File: config.mk
export PLATFORM = sky130hd
export DESIGN_NAME = csx_exec
export DESIGN_NICKNAME = d
export VERILOG_FILES = /design/src/logic/csx_pkg.sv /design/src/logic/csx_addr_gen.sv /design/src/logic/csx_comparator.sv /design/src/logic/csx_exec.sv
export SDC_FILE = /design/constraint.sdc
export NUM_CORES = 1
export LEC_CHECK = 0
export BUFFER_PORTS_ARGS = -buffer_cell sky130_fd_sc_hd__buf_2
export CORE_AREA = 2 2 98 81
export CTS_CLUSTER_SIZE = 10
export DETAILED_ROUTE_END_ITERATION = 7
export DIE_AREA = 0 0 100 83
export PLACE_DENSITY_LB_ADDON = 0.2
export SYNTH_ARGS = -nofsm -noshare
export SYNTH_HDL_FRONTEND = slang
export SYNTH_SLANG_ARGS = --single-unit
File: constraint.sdc
create_clock -name clock -period 3.2 [get_ports clock]
set_input_delay 0.64 -clock clock [delete_from_list [all_inputs] [get_ports clock]]
set_output_delay 0.64 -clock clock [all_outputs]
set_load 0.05 [all_outputs]
File: src/logic/csx_pkg.sv
/*
  Package for the compare-and-skip execute block: opcode fields,
  phase encoding, address constants and reset values.
  Assumes nothing beyond a SystemVerilog compiler.
*/
package csx_pkg;

  // ----------------------------------------------------------------
  // Opcode fields
  // ----------------------------------------------------------------
  localparam logic [6:0] CSX_OPC_LESS    = 7'h30; // 0110 000
  localparam logic [6:0] CSX_OPC_EQUAL   = 7'h31; // 0110 001
  localparam logic [6:0] CSX_OPC_GREATER = 7'h32; // 0110 010
  localparam int         CSX_OPC_MSB     = 15;
  localparam int         CSX_OPC_LSB     = 9;
  localparam int         CSX_ABIT_POS    = 8;

  // ----------------------------------------------------------------
  // Second word prefix of two-word instructions (upper nibble 1111)
  // ----------------------------------------------------------------
  localparam logic [3:0] CSX_SECOND_WORD_NIB = 4'hf;

  // ----------------------------------------------------------------
  // Addressing constants
  // ----------------------------------------------------------------
  localparam logic [7:0] CSX_ILO_LIMIT    = 8'h5f; // 95
  localparam logic [7:0] CSX_ACCESS_SPLIT = 8'h60;
  localparam logic [3:0] CSX_ACCESS_HI    = 4'hf;
  localparam logic [3:0] CSX_ACCESS_LO    = 4'h0;

  // ----------------------------------------------------------------
  // Phases and reset values
  // ----------------------------------------------------------------
  typedef enum logic [1:0] {CSX_Q1, CSX_Q2, CSX_Q3, CSX_Q4} csx_phase_t;
  localparam logic [7:0]  CSX_BYTE_RST = 8'h00;
  localparam logic [11:0] CSX_ADDR_RST = 12'h000;

endpackage
File: src/logic/csx_addr_gen.sv
/*
  Operand address former for the compare-and-skip block.
  Assumes the fsr2 base comes from the core on the same clock.
*/
`timescale 1ns/1ps
module csx_addr_gen (
  input  wire logic        bank_access,
  input  wire logic        ext_set_en,
  input  wire logic [7:0]  file_addr,
  input  wire logic [3:0]  bank_select_register,
  input  wire logic [11:0] fsr2_base,
  output logic      [11:0] addr
);
  import csx_pkg::*;

  // ----------------------------------------------------------------
  // Mode selection
  // ----------------------------------------------------------------
  wire logic        use_ilo;
  wire logic [3:0]  access_bank;
  wire logic [11:0] ilo_addr;

  // Indexed mode only for the common bank, low offsets
  assign use_ilo = !bank_access && ext_set_en &&
                   (file_addr <= CSX_ILO_LIMIT);
  assign access_bank = (file_addr < CSX_ACCESS_SPLIT) ?
                       CSX_ACCESS_LO : CSX_ACCESS_HI;
  assign ilo_addr = fsr2_base + {4'h0, file_addr};
  // Bank select supplies the high bits when the a bit is set
  assign addr = use_ilo     ? ilo_addr :
                bank_access ? {bank_select_register, file_addr}
                            : {access_bank, file_addr};
endmodule

File: src/logic/csx_comparator.sv
/*
  Unsigned comparator for the compare-and-skip block.
  Assumes both operands are stable through the compare phase.
*/
`timescale 1ns/1ps
module csx_comparator #(
  parameter int WIDTH = 8
) (
  input  wire logic [WIDTH-1:0] file_byte,
  input  wire logic [WIDTH-1:0] working_register,
  output logic                  is_equal,
  output logic                  is_greater,
  output logic                  is_less
);
  // ----------------------------------------------------------------
  // Subtraction with borrow, result discarded
  // ----------------------------------------------------------------
  wire logic [WIDTH:0] diff;

  // File byte minus working register, unsigned
  assign diff       = {1'b0, file_byte} - {1'b0, working_register};
  assign is_less    = diff[WIDTH];
  assign is_equal   = (diff[WIDTH-1:0] == '0) && !diff[WIDTH];
  assign is_greater = !is_less && !is_equal;
endmodule

File: src/logic/csx_exec.sv
/*
  Compare-and-skip execute block: decodes the three compare
  instructions, reads the file byte, compares it with the working
  register and squashes the following one or two words on a skip.
  Assumes a core that presents each word in instr at the start of an
  instruction cycle, steps phases with clock and returns read data
  within the third phase. All inputs come from logic on clock.
*/
`timescale 1ns/1ps
module csx_exec (
  input  wire logic        clock,
  input  wire logic        rst_b,
  input  wire logic [15:0] instr,
  input  wire logic        instr_valid,
  input  wire logic [7:0]  working_register,
  input  wire logic [3:0]  bank_select_register,
  input  wire logic [11:0] fsr2_base,
  input  wire logic        ext_set_en,
  input  wire logic [7:0]  rd_data,
  output logic      [11:0] rd_addr,
  output logic             rd_en,
  output logic             wr_en,
  output logic             skip_taken,
  output logic             nop_exec,
  output logic             is_compare,
  output logic      [1:0]  phase,
  output logic             cycle_end
);
  import csx_pkg::*;

  // ----------------------------------------------------------------
  // State
  // ----------------------------------------------------------------
  csx_phase_t  phase_reg, phase_next;
  logic [15:0] word_reg;
  logic [1:0]  op_reg;        // 0 none, 1 less, 2 equal, 3 greater
  logic        squash_reg;    // Current cycle is a discarded word
  logic        pend_skip_reg; // Skip decided, next word to squash
  logic        second_reg;    // Squashing first word of pair, second follows
  logic [11:0] rd_addr_reg;
  logic        rd_en_reg;
  logic        skip_reg;
  logic        nop_reg;
  logic        cmp_reg;
  logic        end_reg;
  logic [7:0]  file_reg;

  // ----------------------------------------------------------------
  // Decode
  // ----------------------------------------------------------------
  wire logic [6:0]  opc;
  wire logic        dec_less;
  wire logic        dec_equal;
  wire logic        dec_greater;
  wire logic        dec_any;
  wire logic        two_word;
  wire logic [11:0] op_addr;
  wire logic        c_eq;
  wire logic        c_gt;
  wire logic        c_lt;
  wire logic        hit;
  wire logic        cycle_start;

  // Opcode field compare
  assign opc         = instr[CSX_OPC_MSB:CSX_OPC_LSB];
  assign dec_greater = (opc == CSX_OPC_GREATER);
  assign dec_less    = (opc == CSX_OPC_LESS);
  assign dec_equal   = (opc == CSX_OPC_EQUAL);
  assign dec_any     = dec_less || dec_equal || dec_greater;
  assign cycle_start = (phase_reg == CSX_Q1);
  // Two-word instructions start with a known set of first opcodes
  assign two_word    = (instr[15:12] == 4'hc) ||
                       (instr[15:9] == 7'h76) ||
                       (instr[15:8] == 8'hee) ||
                       (instr[15:8] == 8'hec) ||
                       (instr[15:8] == 8'hed);

  // Operand address from the word held through the cycle
  csx_addr_gen u_addr (
    .bank_access          (word_reg[CSX_ABIT_POS]),
    .ext_set_en           (ext_set_en),
    .file_addr            (word_reg[7:0]),
    .bank_select_register (bank_select_register),
    .fsr2_base            (fsr2_base),
    .addr                 (op_addr)
  );

  // Compare file byte with working register
  csx_comparator #(
    .WIDTH (8)
  ) u_cmp (
    .file_byte        (file_reg),
    .working_register (working_register),
    .is_equal         (c_eq),
    .is_greater       (c_gt),
    .is_less          (c_lt)
  );

  // Outcome per variant
  assign hit = ((op_reg == 2'd1) && c_lt) ||
               ((op_reg == 2'd2) && c_eq) ||
               ((op_reg == 2'd3) && c_gt);

  // ----------------------------------------------------------------
  // Phase sequencer
  // ----------------------------------------------------------------
  always_comb begin
    case (phase_reg)
      CSX_Q1:  phase_next = CSX_Q2;
      CSX_Q2:  phase_next = CSX_Q3;
      CSX_Q3:  phase_next = CSX_Q4;
      CSX_Q4:  phase_next = CSX_Q1;
      default: phase_next = CSX_Q1;
    endcase
  end

  // Phase counter
  always_ff @(posedge clock or negedge rst_b) begin
    if (!rst_b) begin
      phase_reg <= CSX_Q1;
    end else begin
      phase_reg <= phase_next;
    end
  end

  // Latch word and variant in the decode phase
  always_ff @(posedge clock or negedge rst_b) begin
    if (!rst_b) begin
      word_reg   <= 16'h0000;
      op_reg     <= 2'd0;
      squash_reg <= 1'b0;
      second_reg <= 1'b0;
    end else if (cycle_start) begin
      word_reg   <= instr;
      squash_reg <= instr_valid && pend_skip_reg;
      // A two-word target keeps the squash for one more cycle
      second_reg <= instr_valid && pend_skip_reg && !second_reg &&
                    two_word;
      if (!instr_valid || pend_skip_reg) begin
        op_reg <= 2'd0;
      end else if (dec_less) begin
        op_reg <= 2'd1;
      end else if (dec_equal) begin
        op_reg <= 2'd2;
      end else if (dec_greater) begin
        op_reg <= 2'd3;
      end else begin
        op_reg <= 2'd0;
      end
    end
  end

  // File read in the second phase
  always_ff @(posedge clock or negedge rst_b) begin
    if (!rst_b) begin
      rd_addr_reg <= CSX_ADDR_RST;
      rd_en_reg   <= 1'b0;
      file_reg    <= CSX_BYTE_RST;
    end else begin
      rd_en_reg <= (phase_reg == CSX_Q1) && (phase_next == CSX_Q2) &&
                   instr_valid && dec_any && !pend_skip_reg;
      if (phase_reg == CSX_Q2) begin
        rd_addr_reg <= op_addr;
      end
      if (phase_reg == CSX_Q3 && op_reg != 2'd0) begin
        file_reg <= rd_data;
      end
    end
  end

  // Skip decision at the end of the compare phase
  always_ff @(posedge clock or negedge rst_b) begin
    if (!rst_b) begin
      pend_skip_reg <= 1'b0;
      skip_reg      <= 1'b0;
    end else begin
      skip_reg <= 1'b0;
      if (phase_reg == CSX_Q4 && op_reg != 2'd0 && hit) begin
        pend_skip_reg <= 1'b1;
        skip_reg      <= 1'b1;
      end else if (cycle_start && instr_valid && pend_skip_reg) begin
        // Second word of a pair still has to go
        pend_skip_reg <= !second_reg && two_word;
      end
    end
  end

  // Status outputs, no write-back ever
  always_ff @(posedge clock or negedge rst_b) begin
    if (!rst_b) begin
      nop_reg <= 1'b0;
      cmp_reg <= 1'b0;
      end_reg <= 1'b0;
    end else begin
      nop_reg <= squash_reg;
      cmp_reg <= (op_reg != 2'd0);
      end_reg <= (phase_reg == CSX_Q4);
    end
  end

  // ----------------------------------------------------------------
  // Outputs
  // ----------------------------------------------------------------
  assign rd_addr    = rd_addr_reg;
  assign rd_en      = rd_en_reg;
  assign wr_en      = 1'b0;
  assign skip_taken = skip_reg;
  assign nop_exec   = nop_reg;
  assign is_compare = cmp_reg;
  assign phase      = phase_reg;
  assign cycle_end  = end_reg;
endmodule

==> impl_metrics.toml, run 1 <==
[status]
status = "complete, no violations"

[timing]
setup_viol_count_final = 0
fin_crit_sh = 0.802
timing_hold_violations_final = 0
finalSetupTns_ns = 0
finalClockSkew_ns = 0.00487
rsz0062_at_grt = "false"
fin_crit_ns = 2.57
relSlewSlack = 0.363
drv_slew = 0
fmax_mhz = 389
worst_pin_slew_ns = 0.955

[clocking]
clock_path_buffers = 2
htree_num_levels = 2
cts_tree = "yes"
postCtsHoldBufs = 0
numCtsBuffers = 5
post_cts_buffers = 0
clk_transition_reported_paths_ns = 0.08
clk_latency_ns = 0.29
cts_root_buf = "clkbuf_8"
cts_resized = 0
cts.sinks = 41

[route]
wire_per_inst_um = 13.7
dr.first_iter.drc_count = 80
drc = 0
vias_per_cell = 4.97
vias = 2104
postRouteAntennaNets = 0
finalWirelength_um = 5790
drt-pass1-iter-count = 4

[synthesis]
synth_cells = 259
synth_top_area_frac = 0.408
synthMuxAreaShare = 0.0801
synth_cell_types = 48
synth_xor_xnor_area_share = 0.0313
syn_avg_cell_area_sq_um = 9.71
synth_area_leaders = "dfrtp_1, ha_1, mux2_2"
ys_ff_latch = 41
synthAdderAreaFrac = 0.120
synth_top_family_by_area = "compound AO/OA/AOI/OAI gates"
synth_nets = 334
yosysTopAreaCell = "dfrtp_1"
seq_area_frac_synth = 0.408
yosys_warnings = 0
synth-compound-area-share = 0.180
synth-edff-count = 0
synth_area_sq_um = 2510
async_reset_ff_frac = 1.00
synth_flop_cell = "dfrtp_1"
synthSimpleGateAreaFrac = 0.133

[hold_path]
hp-start = "squash_reg$_DFFE_PN0N_"
hold_path_class = "register to register"

[grt]
grt_pass1_vias = 2014
antenna_found_initial = 0
grt_overflow = 0
grt_usage = 0.145
grt_pass1_wl_um = 9650
grt_max_degree = 42

[placement]
place.gp.congestion = 0.837
io_buffers = 70
placed_cell_area_sq_um = 2970
post-dp-hpwl_um = 4390

[final_layout]
largest_reg_flops = 12
stdcell_area_sq_um = 3070
layout-drive-gt1-share = 0.306
nets = 407
n_antenna_cell = 0
area_growth_pct = 22.0
utilization = 0.421

[worst_setup_path]
crit_arrival_ns = 2.77
critPathLaunch = "working_register[1]"
crit_family = "compound AO/OA/AOI/OAI gates"
cp.buffers_inverters = 2
critPathMaxFanout = 3
regToRegSetupSlack_ns = 0.71
start_kind = "input port"
max_stage_delay_ns = 0.39
crit_required_ns = 3.40
reg2reg_from = "file_reg[1]$_DFFE_PN0P_"
worstSetupPathType = "input port to register"
path_cells = "buf_2 -> inv_1 -> ha_1 -> nand2b_2 -> or3b_1 -> a211o_1 -> a2111oi_2 -> nand4_1 -> xnor2_1 -> o311ai_1"
worst_path_max_delay_cell = "a2111oi_2"
setup.worst_path.end_class = "register"

[die]
die_area_sq_um = 8300
rows = 28
ios = 72
fp.dieW_um = 100
start_util = 0.345
die_h_um = 83
coreArea_sq_um = 7290

[pwr]
vdd_drop_max_mv = 0.159
powerDensity_nw_per_um2 = 419
p_leak_nw = 1.49

[job]
drv_cap = 0
[layout by cell type (no fill, tap or decap), types with 4 or more instances in the layout]
cell type  instances
o21ai_0           17
nand2_1           16
a21oi_1           23
clkbuf_8           7
a31oi_1            6
nor2_1            15
xnor2_1            6
dfrtp_1           41
mux2_2            17
nand3_1            4
buf_2             70
nor2b_1            5
nor3_1             6
inv_1             24
ha_1              21
[logic make-up (layout without fill, tap and decap cells)]
logic type / count (synthesis) / after routing
and+or+nand+nor: 65 / 65
other: 1 / 1
adders and majority gates: 23 / 23
DFF: 41 / 41
muxes: 18 / 18
xor gates and xnor gates: 9 / 9
buffers and inverters: 30 / 104
AOI/OAI and AO/OA: 72 / 72
[cell usage after synthesis, types with 2 or more instances]
library cell,number
a21boi_0,3
a21o_1,3
a21oi_1,23
a31oi_1,6
buf_1,2
clkbuf_1,3
dfrtp_1,41
fa_1,2
ha_1,21
inv_1,24
mux2_2,17
nand2_1,16
nand2b_1,2
nand3_1,4
nand4_1,3
nor2_1,15
nor2b_1,5
nor3_1,6
nor3b_1,3
o21a_1,3
o21ai_0,17
o21bai_1,2
o22ai_1,3
or2_2,3
or4_1,2
xnor2_1,6
xor2_1,3
[path summary, 6_finish.rpt]
| kind | depth (start not counted) | end |
|---|---|---|
| hold / removal | 0 | nop_exec$_DFF_PN0_ |
| hold reg to reg | 0 | nop_exec$_DFF_PN0_ |
| max in group asynchronous | 1 | file_reg[2]$_DFFE_PN0P_ |
| min in group asynchronous | 1 | cycle_end$_DFF_PN0_ |
| setup / recovery | 10 | pend_skip_reg$_DFFE_PN0P_ |
| setup reg to reg | 8 | pend_skip_reg$_DFFE_PN0P_ |
[worst reg2reg max path: cells and delay by family, from the launching register on]
kind | cells | cell delay [ns]
compound gates | 3 | 0.92
xor+xnor | 1 | 0.17
fa+ha+maj | 1 | 0.29
flops | 1 | 0.41
simple gates | 3 | 0.61
[area by class of cell]
class	instances	area, sq um
fillers	754	4220
well taps	90	113
inverters	24	90.1
multi-input cells	188	1370
clock buffers	7	96.3
clock inverters	1	5.00
repair buffers	72	365
flip-flops and latches	41	1030
[metal layers]
metal	part of all wire	vias up	track usage
met5	0	-	0
met4	0.011	0	0.0423
met3	0.057	7	0.0328
met2	0.42	61	0.214
met1	0.51	969	0.211
li1	-	1067	-
[report_power, final]
part / internal [mW] / switching (mW) / leakage (nW)
logic: 0.138 / 0.201 / 0.932
registers: 0.549 / 0.0201 / 0.502
clock network: 0.195 / 0.183 / 0.0542
total: 0.883 / 0.404 / 1.49
[per-stage QoR]
step / setup slack, ns / total power [mW] / hold WS [ns] / cells
3_3_place_gp: 0.348 / 0.915 / 0.360 / 415
2_1_floorplan: 0.602 / 0.816 / 0.344 / 259
3_5_place_dp: 0.318 / 0.918 / 0.366 / 415
5_1_grt: 0.496 / 1.37 / 0.405 / 423
6_report: 0.632 / 1.29 / 0.385 / 423
4_1_cts: 0.628 / 1.31 / 0.385 / 423
(Power assumes the default switching activity.)
==> inputs of run 2 (changes only) <==
==> constraint.sdc (replaced) <==
create_clock -name clock -period 2.6 [get_ports clock]
set_input_delay 0.52 -clock clock [delete_from_list [all_inputs] [get_ports clock]]
set_output_delay 0.52 -clock clock [all_outputs]
set_load 0.05 [all_outputs]
==> run 2 against run 1 <==
Net effect: cell area is 2.3% higher; non-clock buffer count is 8 higher; clock skew rose by 0.0041 ns; flip-flop and latch count unchanged; core utilization increased by 0.98 points; critical path depth fell by 2; critical path type is now register to register; critical endpoint unchanged; largest cell class unchanged; highest routed layer unchanged.
==> impl_metrics.toml, run 2 (synthesis results as in run 1) <==
[die]
die_area_sq_um = 8300
ios = 72
fp.dieW_um = 100
coreArea_sq_um = 7290
start_util = 0.345
rows = 28
die_h_um = 83

[grt]
grt_max_degree = 22
antenna_found_initial = 0
grt_overflow = 0
grt_pass1_vias = 2052
grt_usage = 0.147
grt_pass1_wl_um = 9830

[final_layout]
area_growth_pct = 24.8
utilization = 0.431
largest_reg_flops = 12
final_common_cell = "buf_2"
stdcell_area_sq_um = 3140
final-seq-area_sq_um = 1030
n_fill_cell = 737
final_cell_mix = "buf_2, dfrtp_1, inv_1"
multiInputGateArea_sq_um = 1400
nets = 415
n_antenna_cell = 0
layout-drive-gt1-share = 0.324

[timing]
finalClockSkew_ns = 0.00897
setup_viol_count_final = 0
timing_hold_violations_final = 0
fin_crit_sh = 0.939
relSlewSlack = 0.585
fmax_mhz = 410
whs_ns = 0.136
drv_slew = 0
fin_crit_ns = 2.44
worst_pin_slew_ns = 0.621

[clocking]
cts_root_buf = "clkbuf_8"
cts_resized = 0
cts.sinks = 41
post_cts_buffers = 0
clk_transition_reported_paths_ns = 0.08
numCtsBuffers = 5
cts_tree = "yes"
clock_path_buffers = 2
htree_num_levels = 2
clk_latency_ns = 0.29
postCtsHoldBufs = 0

[route]
finalWirelength_um = 5820
wire_per_inst_um = 13.5
vias_per_cell = 4.88
vias = 2099
dr.first_iter.drc_count = 103
drc = 0
drt-pass1-iter-count = 4
postRouteAntennaNets = 0

[worst_setup_path]
start_kind = "register"
r2r_cells = 8
crit_arrival_ns = 2.63
crit_family = "compound AO/OA/AOI/OAI gates"
crit_required_ns = 2.79
setup.worst_path.end_class = "register"
crit_cells = 8
worst_path_max_delay_cell = "dfrtp_1"
cp.buffers_inverters = 0
max_stage_delay_ns = 0.41
critPathMaxFanout = 3
path_cells = "ha_1 -> nand2b_2 -> or3b_1 -> a211o_1 -> a2111oi_4 -> nand4_1 -> xnor2_2 -> o311ai_1"
worstSetupPathType = "register to register"

[hold_path]
hold_path_class = "input port to asynchronous set/reset pin"

[placement]
place.gp.congestion = 0.838
post-dp-hpwl_um = 4560
io_buffers = 70
placed_cell_area_sq_um = 3030

[status]
status = "complete, no violations"

[pwr]
p_total_mw = 1.57
vdd_drop_max_mv = 0.203
p_leak_nw = 1.53
powerDensity_nw_per_um2 = 501

[job]
drv_cap = 0
run 2: path summary, 6_finish.rpt:
check	start	to	slack (ns)
setup / recovery	file_reg[1]$_DFFE_PN0P_	pend_skip_reg$_DFFE_PN0P_	0.16
hold / removal	rst_b	file_reg[5]$_DFFE_PN0P_	0.14
setup reg to reg	file_reg[1]$_DFFE_PN0P_	pend_skip_reg$_DFFE_PN0P_	0.16
hold reg to reg	squash_reg$_DFFE_PN0N_	nop_exec$_DFF_PN0_	0.38
max in group asynchronous	rst_b	word_reg[5]$_DFFE_PN0N_	1.88
min in group clock	squash_reg$_DFFE_PN0N_	nop_exec$_DFF_PN0_	0.38
run 2: final cells by class:
| class | count | area share |
|---|---|---|
| inverters | 24 | 0.0287 |
| flip-flops and latches | 41 | 0.327 |
| clock buffers | 7 | 0.0275 |
| multi-input cells | 188 | 0.446 |
| repair buffers | 80 | 0.136 |
| well taps | 90 | 0.0359 |
run 2: metrics by stage:
| step | TNS, ns | cells | worst slack [ns] |
|---|---|---|---|
| after floorplan | 0 | 259 | 0.122 |
| after global placement | -0.210 | 423 | -0.121 |
| after detailed placement | -0.266 | 423 | -0.147 |
| after CTS | 0 | 430 | 0.0959 |
| after global routing | -0.0331 | 430 | -0.0274 |
| final | 0 | 430 | 0.159 |
run 2: routing by layer:
metal	global-route usage	part of all wire
met5	0	0
met4	0.0374	0.0091
met3	0.0345	0.047
met2	0.217	0.42
met1	0.217	0.53
run 2: power by group:
part           switching [mW]  total (mW)  internal [mW]
clock network           0.217       0.428          0.211
logic                   0.259       0.445          0.187
registers              0.0247       0.701          0.676
total                   0.500        1.57           1.07
